==> src/rxa_regs.svh <==
// Purpose: register map, field positions, reset values and frame counts
// Assumes: included by bare name from rxa_pkg and the design file
// Notes: printed offsets are word indices; byte address is four times one
`ifndef RXA_REGS_SVH
`define RXA_REGS_SVH

// Register indices as printed
`define RXA_IDX_STATE 8'h11
`define RXA_IDX_ENABLE 8'h12
`define RXA_IDX_FLAGS 8'h13

// Byte addresses on the bus
`define RXA_ADDR_STATE 12'h044
`define RXA_ADDR_ENABLE 12'h048
`define RXA_ADDR_FLAGS 12'h04C
`define RXA_ADDR_W 12

// Fields of rx_alarm_state
`define RXA_ST_FEBE_LSB 0
`define RXA_ST_FEBE_MSB 2
`define RXA_ST_APP_ID 3
`define RXA_ST_FAIL 4

// Event bits shared by rx_event_irq_enable and rx_event_irq_flags
`define RXA_EV_PBIT 0
`define RXA_EV_APP_ID 2
`define RXA_EV_FAIL 3

// Reset values
`define RXA_RST_ENABLE 8'h00
`define RXA_RST_FLAGS 8'h00
`define RXA_RST_FEBE 3'h0

// Frames needed to declare and to clear the far-end failure state
`define RXA_FAIL_SET_FRAMES 1
`define RXA_FAIL_CLR_FRAMES 1

`endif

==> src/rxa_pkg.sv <==
// Purpose: types shared by the receive alarm interrupt block
// Assumes: constants live in rxa_regs.svh
// Notes: none
`include "rxa_regs.svh"

package rxa_pkg;

  // One received frame's overhead as seen by the framer
  typedef struct packed {
    logic frame_done;
    logic [1:0] x_bits;
    logic app_id;
    logic [2:0] febe;
    logic pbit_err;
  } rxa_frame_t;

  // AHB-Lite address phase held into the data phase
  typedef struct packed {
    logic valid;
    logic write;
    logic [`RXA_ADDR_W-1:0] addr;
  } rxa_aphase_t;

  typedef enum logic [1:0] {
    RXA_REG_NONE,
    RXA_REG_STATE,
    RXA_REG_ENABLE,
    RXA_REG_FLAGS
  } rxa_reg_sel_t;

endpackage

==> src/rxa_irq.sv <==
// Purpose: receive-side far-end failure, app-id and parity interrupts
// Assumes: framer inputs come from logic on sys_clk; AHB-Lite slave
// Notes: zero wait states; status flags clear on read or write-one
//
// How it works
// - Frames with both X bits zero declare the far-end failure state.
// - Frames whose X bits are not both zero clear that state.
// - Failure change interrupt fires on both declare and clear when enabled.
// - Failure change enable is read/write bit 3 of register 0x12.
// - Enable bit one allows its interrupt, zero blocks it.
// - Failure change sets bit 3 of the status register 0x13.
// - Any enabled event drives the interrupt output high unless it meets a read of 0x13, which returns it instead.
// - Register 0x11 holds block error bits 2..0, app-id 3, failure 4.
// - A change of the app-id bit raises an interrupt when enabled.
// - App-id change enable is read/write bit 2 of register 0x12.
// - App-id change sets status bit 2 of register 0x13.
// - Each parity-bit error raises an interrupt when enabled.
//
// Our own choice: the AHB-Lite slave port.
`timescale 1ns/100ps
`include "rxa_regs.svh"

module rxa_irq
  import rxa_pkg::*;
#(
  parameter int CNT_W = 4,
  parameter int FAIL_SET_FRAMES = `RXA_FAIL_SET_FRAMES,
  parameter int FAIL_CLR_FRAMES = `RXA_FAIL_CLR_FRAMES
) (
  // Clock and reset
  input wire logic sys_clk,
  input wire logic rst,
  // AHB-Lite slave
  input wire logic hsel,
  input wire logic [31:0] haddr,
  input wire logic [1:0] htrans,
  input wire logic hwrite,
  input wire logic [2:0] hsize,
  input wire logic [31:0] hwdata,
  input wire logic hready,
  output logic hreadyout,
  output logic hresp,
  output logic [31:0] hrdata,
  // Receive framer overhead, one frame per frame_done pulse
  input wire logic rx_frame_done,
  input wire logic [1:0] rx_x_bits,
  input wire logic rx_app_id_bit,
  input wire logic [2:0] rx_febe,
  input wire logic rx_pbit_err,
  // Interrupt request
  output logic irq
);

  // Framer inputs grouped
  rxa_frame_t frm;
  assign frm = '{frame_done: rx_frame_done, x_bits: rx_x_bits,
                 app_id: rx_app_id_bit, febe: rx_febe,
                 pbit_err: rx_pbit_err};

  // Alarm state
  logic far_end_fail_now;
  logic app_id_bit_now;
  logic [2:0] far_end_block_err_val;
  logic [CNT_W-1:0] set_cnt;
  logic [CNT_W-1:0] clr_cnt;
  logic next_far_end_fail_now;
  logic next_app_id_bit_now;
  logic [2:0] next_febe;
  logic [CNT_W-1:0] next_set_cnt;
  logic [CNT_W-1:0] next_clr_cnt;

  // Registers
  logic [7:0] rx_event_irq_enable;
  logic [7:0] rx_event_irq_flags;
  logic [7:0] next_enable;
  logic [7:0] next_flags;
  logic [7:0] merged_flags;
  logic [7:0] w1c_mask;
  logic [7:0] ev_raw;
  logic [7:0] ev_set;
  logic [7:0] alarm_state;

  // Bus
  rxa_aphase_t aph;
  rxa_aphase_t next_aph;
  rxa_reg_sel_t aph_sel;
  rxa_reg_sel_t dph_sel;
  logic [31:0] next_hrdata;
  logic addr_take;
  logic rd_take;
  logic wr_commit;
  logic rd_flags;
  logic [7:0] rd_byte;

  // ------------------------------------------------------------------
  // Far-end failure detection
  // ------------------------------------------------------------------
  // Separate declare and clear runs give a little persistence when the
  // frame counts are raised; at one frame each the state tracks the X bits.
  logic x_zero;
  logic run_set_done;
  logic run_clr_done;

  assign x_zero = (frm.x_bits == 2'b00);

  assign run_set_done =
    (32'(set_cnt) + 32'd1 >= 32'(FAIL_SET_FRAMES));
  assign run_clr_done =
    (32'(clr_cnt) + 32'd1 >= 32'(FAIL_CLR_FRAMES));

  always_comb begin
    next_far_end_fail_now = far_end_fail_now;
    next_set_cnt = set_cnt;
    next_clr_cnt = clr_cnt;
    if (frm.frame_done) begin
      if (x_zero) begin
        next_clr_cnt = '0;
        if (!far_end_fail_now) begin
          if (run_set_done) begin
            next_far_end_fail_now = 1'b1;
            next_set_cnt = '0;
          end else begin
            next_set_cnt = set_cnt + 1'b1;
          end
        end
      end else begin
        next_set_cnt = '0;
        if (far_end_fail_now) begin
          if (run_clr_done) begin
            next_far_end_fail_now = 1'b0;
            next_clr_cnt = '0;
          end else begin
            next_clr_cnt = clr_cnt + 1'b1;
          end
        end
      end
    end
  end

  // ------------------------------------------------------------------
  // App-id bit and block error value, sampled once per frame
  // ------------------------------------------------------------------
  assign next_app_id_bit_now =
    frm.frame_done ? frm.app_id : app_id_bit_now;
  assign next_febe =
    frm.frame_done ? frm.febe : far_end_block_err_val;

  always_ff @(posedge sys_clk) begin
    if (rst) begin
      far_end_fail_now <= 1'b0;
      app_id_bit_now <= 1'b0;
      far_end_block_err_val <= `RXA_RST_FEBE;
      set_cnt <= '0;
      clr_cnt <= '0;
    end else begin
      far_end_fail_now <= next_far_end_fail_now;
      app_id_bit_now <= next_app_id_bit_now;
      far_end_block_err_val <= next_febe;
      set_cnt <= next_set_cnt;
      clr_cnt <= next_clr_cnt;
    end
  end

  // ------------------------------------------------------------------
  // Events
  // ------------------------------------------------------------------
  // Both edges of the failure state count as one event kind.
  // The app-id reset value is zero, so a first frame carrying one
  // reports a change; software then reads the state anyway.
  always_comb begin
    ev_raw = 8'h00;
    ev_raw[`RXA_EV_FAIL] =
      (next_far_end_fail_now != far_end_fail_now);
    ev_raw[`RXA_EV_APP_ID] =
      (next_app_id_bit_now != app_id_bit_now);
    ev_raw[`RXA_EV_PBIT] = frm.pbit_err;
  end

  // Only enabled events are latched
  assign ev_set = ev_raw & rx_event_irq_enable;

  // ------------------------------------------------------------------
  // AHB-Lite address phase
  // ------------------------------------------------------------------
  assign addr_take = hsel && htrans[1] && hready;
  assign rd_take = addr_take && !hwrite;

  assign next_aph = addr_take ?
    rxa_aphase_t'{valid: 1'b1, write: hwrite,
                  addr: haddr[`RXA_ADDR_W-1:0]} :
    (hready ? rxa_aphase_t'{valid: 1'b0, write: 1'b0, addr: '0} : aph);

  // Upper address bits must be zero for a hit
  logic hi_zero;
  assign hi_zero = (haddr[31:`RXA_ADDR_W] == '0);

  assign aph_sel =
    !hi_zero ? RXA_REG_NONE :
    (haddr[`RXA_ADDR_W-1:0] == `RXA_ADDR_STATE) ? RXA_REG_STATE :
    (haddr[`RXA_ADDR_W-1:0] == `RXA_ADDR_ENABLE) ? RXA_REG_ENABLE :
    (haddr[`RXA_ADDR_W-1:0] == `RXA_ADDR_FLAGS) ? RXA_REG_FLAGS :
    RXA_REG_NONE;

  // ------------------------------------------------------------------
  // AHB-Lite data phase: writes commit at the end of it
  // ------------------------------------------------------------------
  assign dph_sel =
    (aph.addr == `RXA_ADDR_STATE) ? RXA_REG_STATE :
    (aph.addr == `RXA_ADDR_ENABLE) ? RXA_REG_ENABLE :
    (aph.addr == `RXA_ADDR_FLAGS) ? RXA_REG_FLAGS :
    RXA_REG_NONE;

  // aph.addr only holds low bits, so recheck the high ones at capture
  logic aph_hit;
  assign wr_commit = aph.valid && aph.write && aph_hit && hready;

  always_ff @(posedge sys_clk) begin
    if (rst) begin
      aph <= '{valid: 1'b0, write: 1'b0, addr: '0};
      aph_hit <= 1'b0;
    end else begin
      aph <= next_aph;
      if (addr_take) begin
        aph_hit <= hi_zero;
      end
    end
  end

  // ------------------------------------------------------------------
  // Enable register
  // ------------------------------------------------------------------
  // All eight bits store; only 3, 2 and 0 steer events in this block.
  assign next_enable =
    (wr_commit && dph_sel == RXA_REG_ENABLE) ?
    hwdata[7:0] : rx_event_irq_enable;

  // ------------------------------------------------------------------
  // Flag register: set wins over write-one clear; a read clears all bits, new sets too
  // ------------------------------------------------------------------
  assign w1c_mask =
    (wr_commit && dph_sel == RXA_REG_FLAGS) ? hwdata[7:0] : 8'h00;

  assign rd_flags = rd_take && (aph_sel == RXA_REG_FLAGS);

  genvar gi;
  generate
    for (gi = 0; gi < 8; gi++) begin : g_flag
      // Bits 7..4 and 1 have no source here and stay zero
      assign merged_flags[gi] =
        ev_set[gi] || (rx_event_irq_flags[gi] && !w1c_mask[gi]);
      // A read returns merged_flags, so clearing them loses nothing
      assign next_flags[gi] =
        rd_flags ? ev_set[gi] && 1'b0 : merged_flags[gi];
    end
  endgenerate

  always_ff @(posedge sys_clk) begin
    if (rst) begin
      rx_event_irq_enable <= `RXA_RST_ENABLE;
      rx_event_irq_flags <= `RXA_RST_FLAGS;
    end else begin
      rx_event_irq_enable <= next_enable;
      rx_event_irq_flags <= next_flags;
    end
  end

  // ------------------------------------------------------------------
  // Read data
  // ------------------------------------------------------------------
  // Read values come from next_ terms so a write in the preceding data
  // phase is already visible; reserved bits read zero.
  always_comb begin
    alarm_state = 8'h00;
    alarm_state[`RXA_ST_FEBE_MSB:`RXA_ST_FEBE_LSB] = next_febe;
    alarm_state[`RXA_ST_APP_ID] = next_app_id_bit_now;
    alarm_state[`RXA_ST_FAIL] = next_far_end_fail_now;
  end

  assign rd_byte =
    (aph_sel == RXA_REG_STATE) ? alarm_state :
    (aph_sel == RXA_REG_ENABLE) ? next_enable :
    (aph_sel == RXA_REG_FLAGS) ? merged_flags :
    8'h00;

  assign next_hrdata = rd_take ? {24'h000000, rd_byte} : hrdata;

  always_ff @(posedge sys_clk) begin
    if (rst) begin
      hrdata <= 32'h00000000;
    end else begin
      hrdata <= next_hrdata;
    end
  end

  // Zero wait states and no error answers
  assign hreadyout = 1'b1;
  assign hresp = 1'b0;

  // ------------------------------------------------------------------
  // Interrupt output
  // ------------------------------------------------------------------
  // Masked again at the output so clearing an enable drops a pending
  // request without touching its flag.
  assign irq =
    |(rx_event_irq_flags & rx_event_irq_enable);

  // hsize is accepted but only whole words are meaningful
  logic unused_size;
  assign unused_size = ^hsize;

endmodule // rxa_irq

==> config.mk <==
export PLATFORM = sky130hd
export DESIGN_NAME = rxa_irq
export DESIGN_NICKNAME = d
export VERILOG_FILES = /design/src/rxa_pkg.sv /design/src/rxa_irq.sv
export VERILOG_INCLUDE_DIRS = /design/src /design/src/src
export SDC_FILE = /design/constraint.sdc
export NUM_CORES = 1
export LEC_CHECK = 0
export ABC_AREA = 1
export BUFFER_PORTS_ARGS = -buffer_cell sky130_fd_sc_hd__buf_4
export CAP_MARGIN = 20
export CORE_MARGIN = 2
export CORE_UTILIZATION = 48
export DETAILED_ROUTE_END_ITERATION = 8
export HOLD_SLACK_MARGIN = 0.12
export PLACE_DENSITY = 0.8
export SLEW_MARGIN = 20
export SYNTH_ARGS = -nofsm -noshare
export SYNTH_HDL_FRONTEND = slang
export SYNTH_SLANG_ARGS = --single-unit
==> constraint.sdc <==
create_clock -name sys_clk -period 2.1 [get_ports sys_clk]
set_clock_uncertainty 0.1 [all_clocks]
set_input_delay 0.21 -clock sys_clk [delete_from_list [all_inputs] [get_ports sys_clk]]
set_output_delay 0.21 -clock sys_clk [all_outputs]
set_load 0.05 [all_outputs]
# After elaboration in Yosys (flattened, before gate mapping)
# Cells that the tools add are included.
# op_classes
n_reduce_logical	42
bitwise	2
div	0
multipliers	0
order_cmp	2
muxes	28
eq_ne	14
n_shift	0
addsub	4
# ops
op	n
equality test 12 x 7 -> 1 bit (second input constant)	6
two-way mux 8 bit	5
two-way mux 14 bit	2
two-way mux 4 bit	6
logical NOT 20 bit	1
logical AND 1 bit	17
two-way mux 2 bit	7
adder 4 x 1 -> 5 bit (second input constant)	2
greater-or-equal comparator 5 x 1 -> 1 bit (second input constant)	2
logical NOT 1 bit	9
adder 4 x 1 -> 4 bit (second input constant)	2
AND 4 x 8 -> 8 bit	1
AND 8 bit	1
equality test 2 bit (second input constant)	4
logical OR 1 bit	8
OR reduction 8 bit	1
two-way mux 1 bit	7
AND reduction 2 bit	2
nonzero test 2 bit	2
two-way mux 3 bit	1
equality test 2 x 1 -> 1 bit (second input constant)	1
logical NOT 2 bit	1
!= test 1 bit	2
!= test 2 bit (second input constant)	1
OR reduction 2 bit	1
# totals
in_bits	82
latchBits	0
wordCells	104
regBits	52
out_inout_bits	35
memories	0
mem_bits_ro	0
mem_bits_rw	0

# Longest topological paths before layout
# Gate-level depths: netlist of run 1.
# depth
word_depth	13
ltp_mapped	14
depth_no_buf	14

# Worst setup path after synthesis of run 1
# Ideal clock, no wire load.
# synth_path
path_type	reg2reg
start	register set_cnt[1]
end	register hrdata[4]
required_time_ps	1867
path_buffers	0
setup_slack_ps	504
arrival_ps	1363
period_less_slack_ps	1596
path_stages_with_launch	9
setup_ps	133
cell_sequence	dfxtp_1 -> inv_1 -> ha_1 -> nor3_1 -> nand4_1 -> nand3_1 -> nand3_1 -> a21boi_0 -> a21oi_2
# synth_via
elab_chain_cells	7
# synth_lines
item	line_no	source
from (decl)	rxa_irq.sv:64	logic [CNT_W-1:0] set_cnt;
from (signal assigned)	rxa_irq.sv:159	set_cnt <= next_set_cnt;
adder 4 x 1 -> 5 bit	rxa_irq.sv:107	(32'(set_cnt) + 32'd1 >= 32'(FAIL_SET_FRAMES));
greater-or-equal comparator 5 x 1 -> 1 bit	rxa_irq.sv:107	
two-way mux 1 bit	rxa_irq.sv:119	if (run_set_done) begin
two-way mux 1 bit	rxa_irq.sv:118	if (!far_end_fail_now) begin
two-way mux 1 bit	rxa_irq.sv:116	if (x_zero) begin
two-way mux 1 bit	rxa_irq.sv:115	if (frm.frame_done) begin
two-way mux 8 bit	rxa_irq.sv:280	(aph_sel == RXA_REG_STATE) ? alarm_state :
to (signal assigned)	rxa_irq.sv:291	hrdata <= next_hrdata;
to (decl)	rxa_irq.sv:43	output logic [31:0] hrdata,
# No other way between the ends.
# A chain may end at the register's enable or synchronous reset.

# Final worst setup path of run 1
# layout_path
start	input haddr[7]
end	register rx_event_irq_flags[7]
# layout_via
elab_chain_cells	8
elab_cells_between_ends	10
classes_between	eq/ne (4); mux (4); reduce/logical (2)
# layout_lines
item	line_no	source
from (decl)	rxa_irq.sv:35	input wire logic [31:0] haddr,
equality test 12 x 7 -> 1 bit (no line)	n/a	
two-way mux 2 bit	rxa_irq.sv:201	(haddr[`RXA_ADDR_W-1:0] == `RXA_ADDR_FLAGS) ? RXA_REG_FLAGS :
two-way mux 2 bit	rxa_irq.sv:200	(haddr[`RXA_ADDR_W-1:0] == `RXA_ADDR_ENABLE) ? RXA_REG_ENABLE :
two-way mux 2 bit (*)	rxa_irq.sv:199	(haddr[`RXA_ADDR_W-1:0] == `RXA_ADDR_STATE) ? RXA_REG_STATE :
two-way mux 2 bit (*)	rxa_irq.sv:198	!hi_zero ? RXA_REG_NONE :
equality test 2 bit (*)	rxa_irq.sv:243	assign rd_flags = rd_take && (aph_sel == RXA_REG_FLAGS);
logical AND 1 bit (*)	rxa_irq.sv:243	
OR reduction 2 bit (no line) (*)	n/a	
to (signal assigned)	rxa_irq.sv:260	rx_event_irq_flags <= `RXA_RST_FLAGS;
to (signal assigned)	rxa_irq.sv:263	rx_event_irq_flags <= next_flags;
to (decl)	rxa_irq.sv:74	logic [7:0] rx_event_irq_flags;
# Every way passes the cells marked *; elsewhere a longest branch is shown, timed or not.

==> run summary, run 1 <==
Worst Hold Class = in2reg
Critical Path End Type = flop
Non-Filler Instances = 561
First DRT Iteration DRCs = 141
Yosys reg bits = 52
Power density over the cells = 548 nW/um^2
First-pass GRT wire length = 10.3 mm
Area growth syn-to-layout = 24.7%
Share of post-route cells with drive strength above 1 = 0.215
RSZ-0062 raised after global routing = false
Final Hold Viols = 0
RePlAce Congestion = 0.791
Yosys cell types = 35
Total global-route track usage = 0.202
Number of H-tree levels = 2
Status = completed
Cell area after layout = 3510 um^2
CP Launch Type = primary input
# placed instances = 536
Port bufs = 62
Final Critical Period = 1.95 ns
Ant. Diodes = 0
Die height = 80.6 um
Crit path kind = in2reg
Most common library cell in the layout ignoring fill and taps = nand2_1
Synthesized area per cell = 6.81 um^2
Share of the synthesized area in the top cell type = 0.370
Antenna violations before repair = 0
Initial core utilization = 0.505
Setup violators final = 0
Net count, final = 575
Dpl hpwl = 4.52 mm
Antenna-violating nets left = 0
Fmax = 512 MHz
Vias in the first global route = 2490
Vias per inst = 4.79
Post-synth top area cell = dfxtp_1
DRC = 0
Max-capacitance violation count = 0
Routed vias = 2686
Core area = 5570 um^2
Synth warn = 0
Largest net degree at the start of global routing = 40
Final worst-path cycle share = 0.930
Routed wire length = 6.22 mm
CTS sink count = 52
Grt total ovfl = 0
DR WL/cell = 11.1 um
Max Slew Vio Count = 0
Seq/Total Area, Yosys = 0.370
Lkg Pwr = 1.55 nW
Total Neg Setup Slack = 0 ns
Post-DP Area = 3220 um^2
CTS Buf Count = 5
Post-synthesis cell count = 413
Cell Rows = 27
Clk pin slew, worst setup/hold paths = 0.09 ns
Max VDD drop = 0.317 mV
TritonCTS clock tree = built
Root Buffer Master = clkbuf_8
CTS Buffer Depth = 2
Most frequent cells in the layout = nand2_1, buf_4, nor2_1, dfxtp_1, inv_1
IO Count = 117
Pre-CTS WS = 0.314 ns
Clk_lat worst skew = 0.30 ns
Synth Cell Area = 2810 um^2
WP data arrival = 2.04 ns
Top cells by area, synth = dfxtp_1, nand2_1, buf_4, nor2_1, inv_1
Die ar. = 6490 um^2
Drt first pass iters = 4
Worst Slack Setup Final = 0.148 ns
CP Data Required Time = 2.18 ns
Crit Path Max Fanout = 8
Die X = 80.6 um
-- layer usage --
metal / vias up / global-route usage / part of all wire
met3: 15 / 0.0404 / 0.065
met1: 1190 / 0.250 / 0.43
met4: 0 / 0.0661 / 0.023
met2: 95 / 0.350 / 0.48
met5: - / 0 / 0
li1: 1386 / - / -
-- worst max-delay path, cell delays in order --
cell and delay [ns]:
dlygate4sd3_1 0.54, buf_4 0.14, inv_1 0.04, nand2_1 0.07, nor2_4 0.14, and2_1 0.17
nand2_1 0.11, nor2_4 0.18, inv_2 0.10, o21ai_4 0.25, nor2_1 0.09
-- timing repair --
| action | CTS | global route |
|---|---|---|
| setup endpoints to repair | 0 | 13 |
| hold buffers | 18 | 0 |
| hold endpoints to repair | 19 | 0 |
| resized for setup | 0 | 2 |
| setup buffers | 0 | 0 |
-- flip-flops by register name, summed over array words and instances, names as in the netlist --
name                   flops
set_cnt                    4
clr_cnt                    4
rx_event_irq_flags         8
aph_hit                    1
far_end_fail_now           1
far_end_block_err_val      3
hrdata                     8
aph                       14
rx_event_irq_enable        8
app_id_bit_now             1
-- final cells by class --
cell class / instances / area (um^2)
Inverter: 52 / 195
Fill cell: 528 / 2070
Tap cell: 72 / 90.1
Multi-Input combinational cell: 297 / 1430
Sequential cell: 52 / 1040
Clock buffer: 7 / 96.3
Timing Repair Buffer: 81 / 653
-- power by group --
group / internal, mW / leakage, nW / switching, mW
sequential: 0.998 / 0.421 / 0.00719
clock: 0.294 / 0.0503 / 0.310
combinational: 0.113 / 1.08 / 0.200
-- final timing paths --
| kind | from | endpoint | slack, ns | depth (start not counted) |
|---|---|---|---|---|
| setup / recovery | haddr[7] | rx_event_irq_flags[7] | 0.15 | 11 |
| hold / removal | hsel | aph[13] | 0.14 | 3 |
| setup reg to reg | set_cnt[0] | hrdata[4] | 0.29 | 8 |
| hold reg to reg | aph[9] | aph[9] | 0.37 | 2 |
-- cell usage after synthesis (all sizes together) --
| cell | instances |
|---|---|
| clkinv | 1 |
| a22o | 2 |
| nor3b | 1 |
| nand4 | 2 |
| inv | 51 |
| nor3 | 9 |
| nor2 | 61 |
| a221oi | 2 |
| dfxtp | 52 |
| a21oi | 29 |
| nand3b | 3 |
| nand2 | 107 |
| or2 | 1 |
| buf | 31 |
| a21boi | 1 |
| o21ai | 28 |
| and2 | 2 |
| ha | 4 |
| nand3 | 15 |
| clkbuf | 5 |
| conb | 2 |
| mux2i | 3 |
| xnor2 | 1 |
-- per-stage QoR --
step                power [mW]  utilization  hold WS (ns)
finish                    1.92        0.629         0.144
global route              2.00        0.629         0.153
CTS                       1.93        0.627         0.137
detailed placement        1.31        0.578         0.315
global placement          1.31        0.578         0.311
floorplan                 1.25            -         0.254
-- cells by family (layout without fill, tap and decap cells) --
kind of cell | after synthesis | count (layout) | synth area share
compound gates | 62 | 62 | 0.137
xor+xnor | 1 | 1 | 0.00311
fa+ha+maj | 4 | 4 | 0.0178
buf+inv | 88 | 140 | 0.157
flops | 52 | 52 | 0.370
mux | 3 | 3 | 0.0107
other cells | 2 | 26 | 0.00267
simple gates | 201 | 201 | 0.302
No activity file was read; power rests on OpenSTA's default activity.
==> run 2, diff against run 1 <==
--- a/config.mk
+++ b/config.mk
@@ -14,6 +14,7 @@
 export DETAILED_ROUTE_END_ITERATION = 8
 export HOLD_SLACK_MARGIN = 0.12
 export PLACE_DENSITY = 0.8
+export RECOVER_POWER = 50
 export SLEW_MARGIN = 20
 export SYNTH_ARGS = -nofsm -noshare
 export SYNTH_HDL_FRONTEND = slang
==> run 2 against run 1 <==
  * Die area unchanged
  * Hold slack got worse by 0.0015 ns
  * Combinational power about the same
  * Largest power group unchanged
==> run summary, run 2 (synthesis results as in run 1) <==
Fmax = 512 MHz (about the same)
Power Internal = 1.40 mW (about the same)
Routed vias = 2668 (-0.67%)
Crit-path max cell delay = 0.54 ns (about the same)
First-pass GRT wire length = 10.3 mm (unchanged)
Psw = 0.518 mW (+0.23%)
Crit path kind = in2reg
Biggest register = aph
Worst Hold Class = in2reg
First DRT Iteration DRCs = 128 (-9.2%)
Final worst-path cycle share = 0.930 (about the same)
CP top delay family = buffers and inverters
Share of post-route cells with drive strength above 1 = 0.196 (-0.0184)
Area of the multi-input gates = 1430 um^2 (unchanged)
CP Data Required Time = 2.19 ns (about the same)
Vias per inst = 4.76 (-0.67%)
IO Count = 117 (unchanged)
Worst-Margin Slew = 0.613 ns
Total Power = 1.92 mW (about the same)
# placed instances = 536 (unchanged)
Critical Path, Cell by Cell = dlygate4sd3_1, buf_4, inv_1, nand2_1, nor2_4, and2_1, nand2_1, nor2_4, inv_2, o21ai_4, nor2_1
Antenna-violating nets left = 0 (unchanged)
Final Hold Viols = 0 (unchanged)
Grt total ovfl = 0 (unchanged)
Clk pin slew, worst setup/hold paths = 0.09 ns (about the same)
Total Neg Setup Slack = 0 ns (unchanged)
Max layer used = met4
Clk pwr share = 0.315 (about the same)
Area growth syn-to-layout = 23.5%
CP Launch Type = primary input
Metal2 WL = 3.03 mm (+0.80%)
Slew margin rel. = 0.593
Initial core utilization = 0.505 (unchanged)
RSZ-0062 raised after global routing = false
CTS Buffer Depth = 2 (unchanged)
Reg area = 1040 um^2 (unchanged)
Max VDD drop = 0.317 mV (-0.12%)
Fin util = 0.623 (-0.00606)
Cell Rows = 27 (unchanged)
# fillers = 538 (+1.9%)
Fin Hold WS = 0.142 ns (-0.00153 ns)
Die X = 80.6 um (unchanged)
Antenna violations before repair = 0 (unchanged)
DRT met1 WL = 2.64 mm (-0.75%)
Post-CTS Setup Inserts = 0 (unchanged)
Max Slew Vio Count = 0 (unchanged)
Power density over the cells = 554 nW/um^2 (+0.99%)
Critical-path top delay cell = dlygate4sd3_1
Flop pwr share = 0.523 (about the same)
Most common library cell in the layout ignoring fill and taps = nand2_1
Die height = 80.6 um (unchanged)
Setup violators final = 0 (unchanged)
Critical Path End Type = flop
Fraction of power spent switching nets = 0.270 (+0.000583)
Root Buffer Master = clkbuf_8
Max reg flops = 14 (unchanged)
Status = completed
Total global-route track usage = 0.202 (unchanged)
Port bufs = 62 (unchanged)
Net count, final = 575 (unchanged)
Clk_lat worst skew = 0.30 ns (about the same)
Vias in the first global route = 2490 (unchanged)
Comb pwr share = 0.162 (about the same)
Core area = 5570 um^2 (unchanged)
TritonCTS clock tree = built
Number of H-tree levels = 2 (unchanged)
DRC = 0 (unchanged)
Ant. Diodes = 0 (unchanged)
Final Critical Period = 1.95 ns (+0.000505 ns)
Drt first pass iters = 4 (unchanged)
RePlAce Congestion = 0.791 (unchanged)
Non-Filler Instances = 561 (unchanged)
Dpl hpwl = 4.52 mm (unchanged)
DR WL/cell = 11.1 um (+0.31%)
WP buf/inv = 4 (unchanged)
WP data arrival = 2.04 ns (about the same)
Most frequent cells in the layout = nand2_1, buf_4, nor2_1, dfxtp_1, inv_1
Met3 WL post-DR = 424 um (+4.7%)
Routed wire length = 6.24 mm (+0.31%)
Crit Path Max Fanout = 8 (unchanged)
CTS Buf Count = 5 (unchanged)
Max-capacitance violation count = 0 (unchanged)
CTS sink count = 52 (unchanged)
Lkg Pwr = 1.52 nW (-2.4%)
Die ar. = 6490 um^2 (unchanged)
Largest net degree at the start of global routing = 40 (unchanged)
-- run 2: worst reg2reg max path, delay by kind of cell (launching register included) --
family	cells	cell delay [ns]
buffers and inverters	1	0.08
DFF	1	0.37
and+or+nand+nor	4	0.50
adders and majority gates	1	0.31
AOI/OAI and AO/OA	2	0.33
-- run 2: stage by stage --
stage               setup WS (ns)  instance area, um^2
floorplan                   0.504                 2900
finish                      0.147                 3470
CTS                        0.0797                 3500
global placement            0.321                 3220
detailed placement          0.314                 3220
global route               0.0113                 3470
-- run 2: power by group through the flow --
stage               Sequential (mW)  Clock [mW]  Combinational, mW
floorplan                      1.03           0              0.223
global placement               1.03           0              0.279
detailed placement             1.03           0              0.283
CTS                            1.01       0.612              0.310
global route                   1.01       0.656              0.339
finish                         1.01       0.605              0.312
-- run 2: area by class of cell --
| cell class | instances | share of cell area |
|---|---|---|
| multi-input combinational | 297 | 0.412 |
| clock buffer | 7 | 0.0277 |
| tap | 72 | 0.0259 |
| sequential | 52 | 0.300 |
| timing repair buffer | 81 | 0.178 |
| inverter | 52 | 0.0562 |
-- run 2: per-layer routing --
layer  GRT usage  up-vias
li1            -     1385
met1       0.250     1171
met2       0.350       98
met3      0.0404       14
met4      0.0661        0
met5           0        -
-- run 2: final timing paths --
| path | start | endpoint | slack (ns) | cells past startpoint |
|---|---|---|---|---|
| max | haddr[7] | rx_event_irq_flags[7] | 0.15 | 11 |
| min | hsel | aph[13] | 0.14 | 3 |
| max reg2reg | set_cnt[0] | hrdata[4] | 0.29 | 8 |
| min reg2reg | aph[9] | aph[9] | 0.37 | 2 |
-- run 2: timing repair --
action	4_1_cts	5_1_grt
hold buffers	18	0
hold endpoints to repair	19	0
gates resized for setup	0	2
setup endpoints to repair	0	13
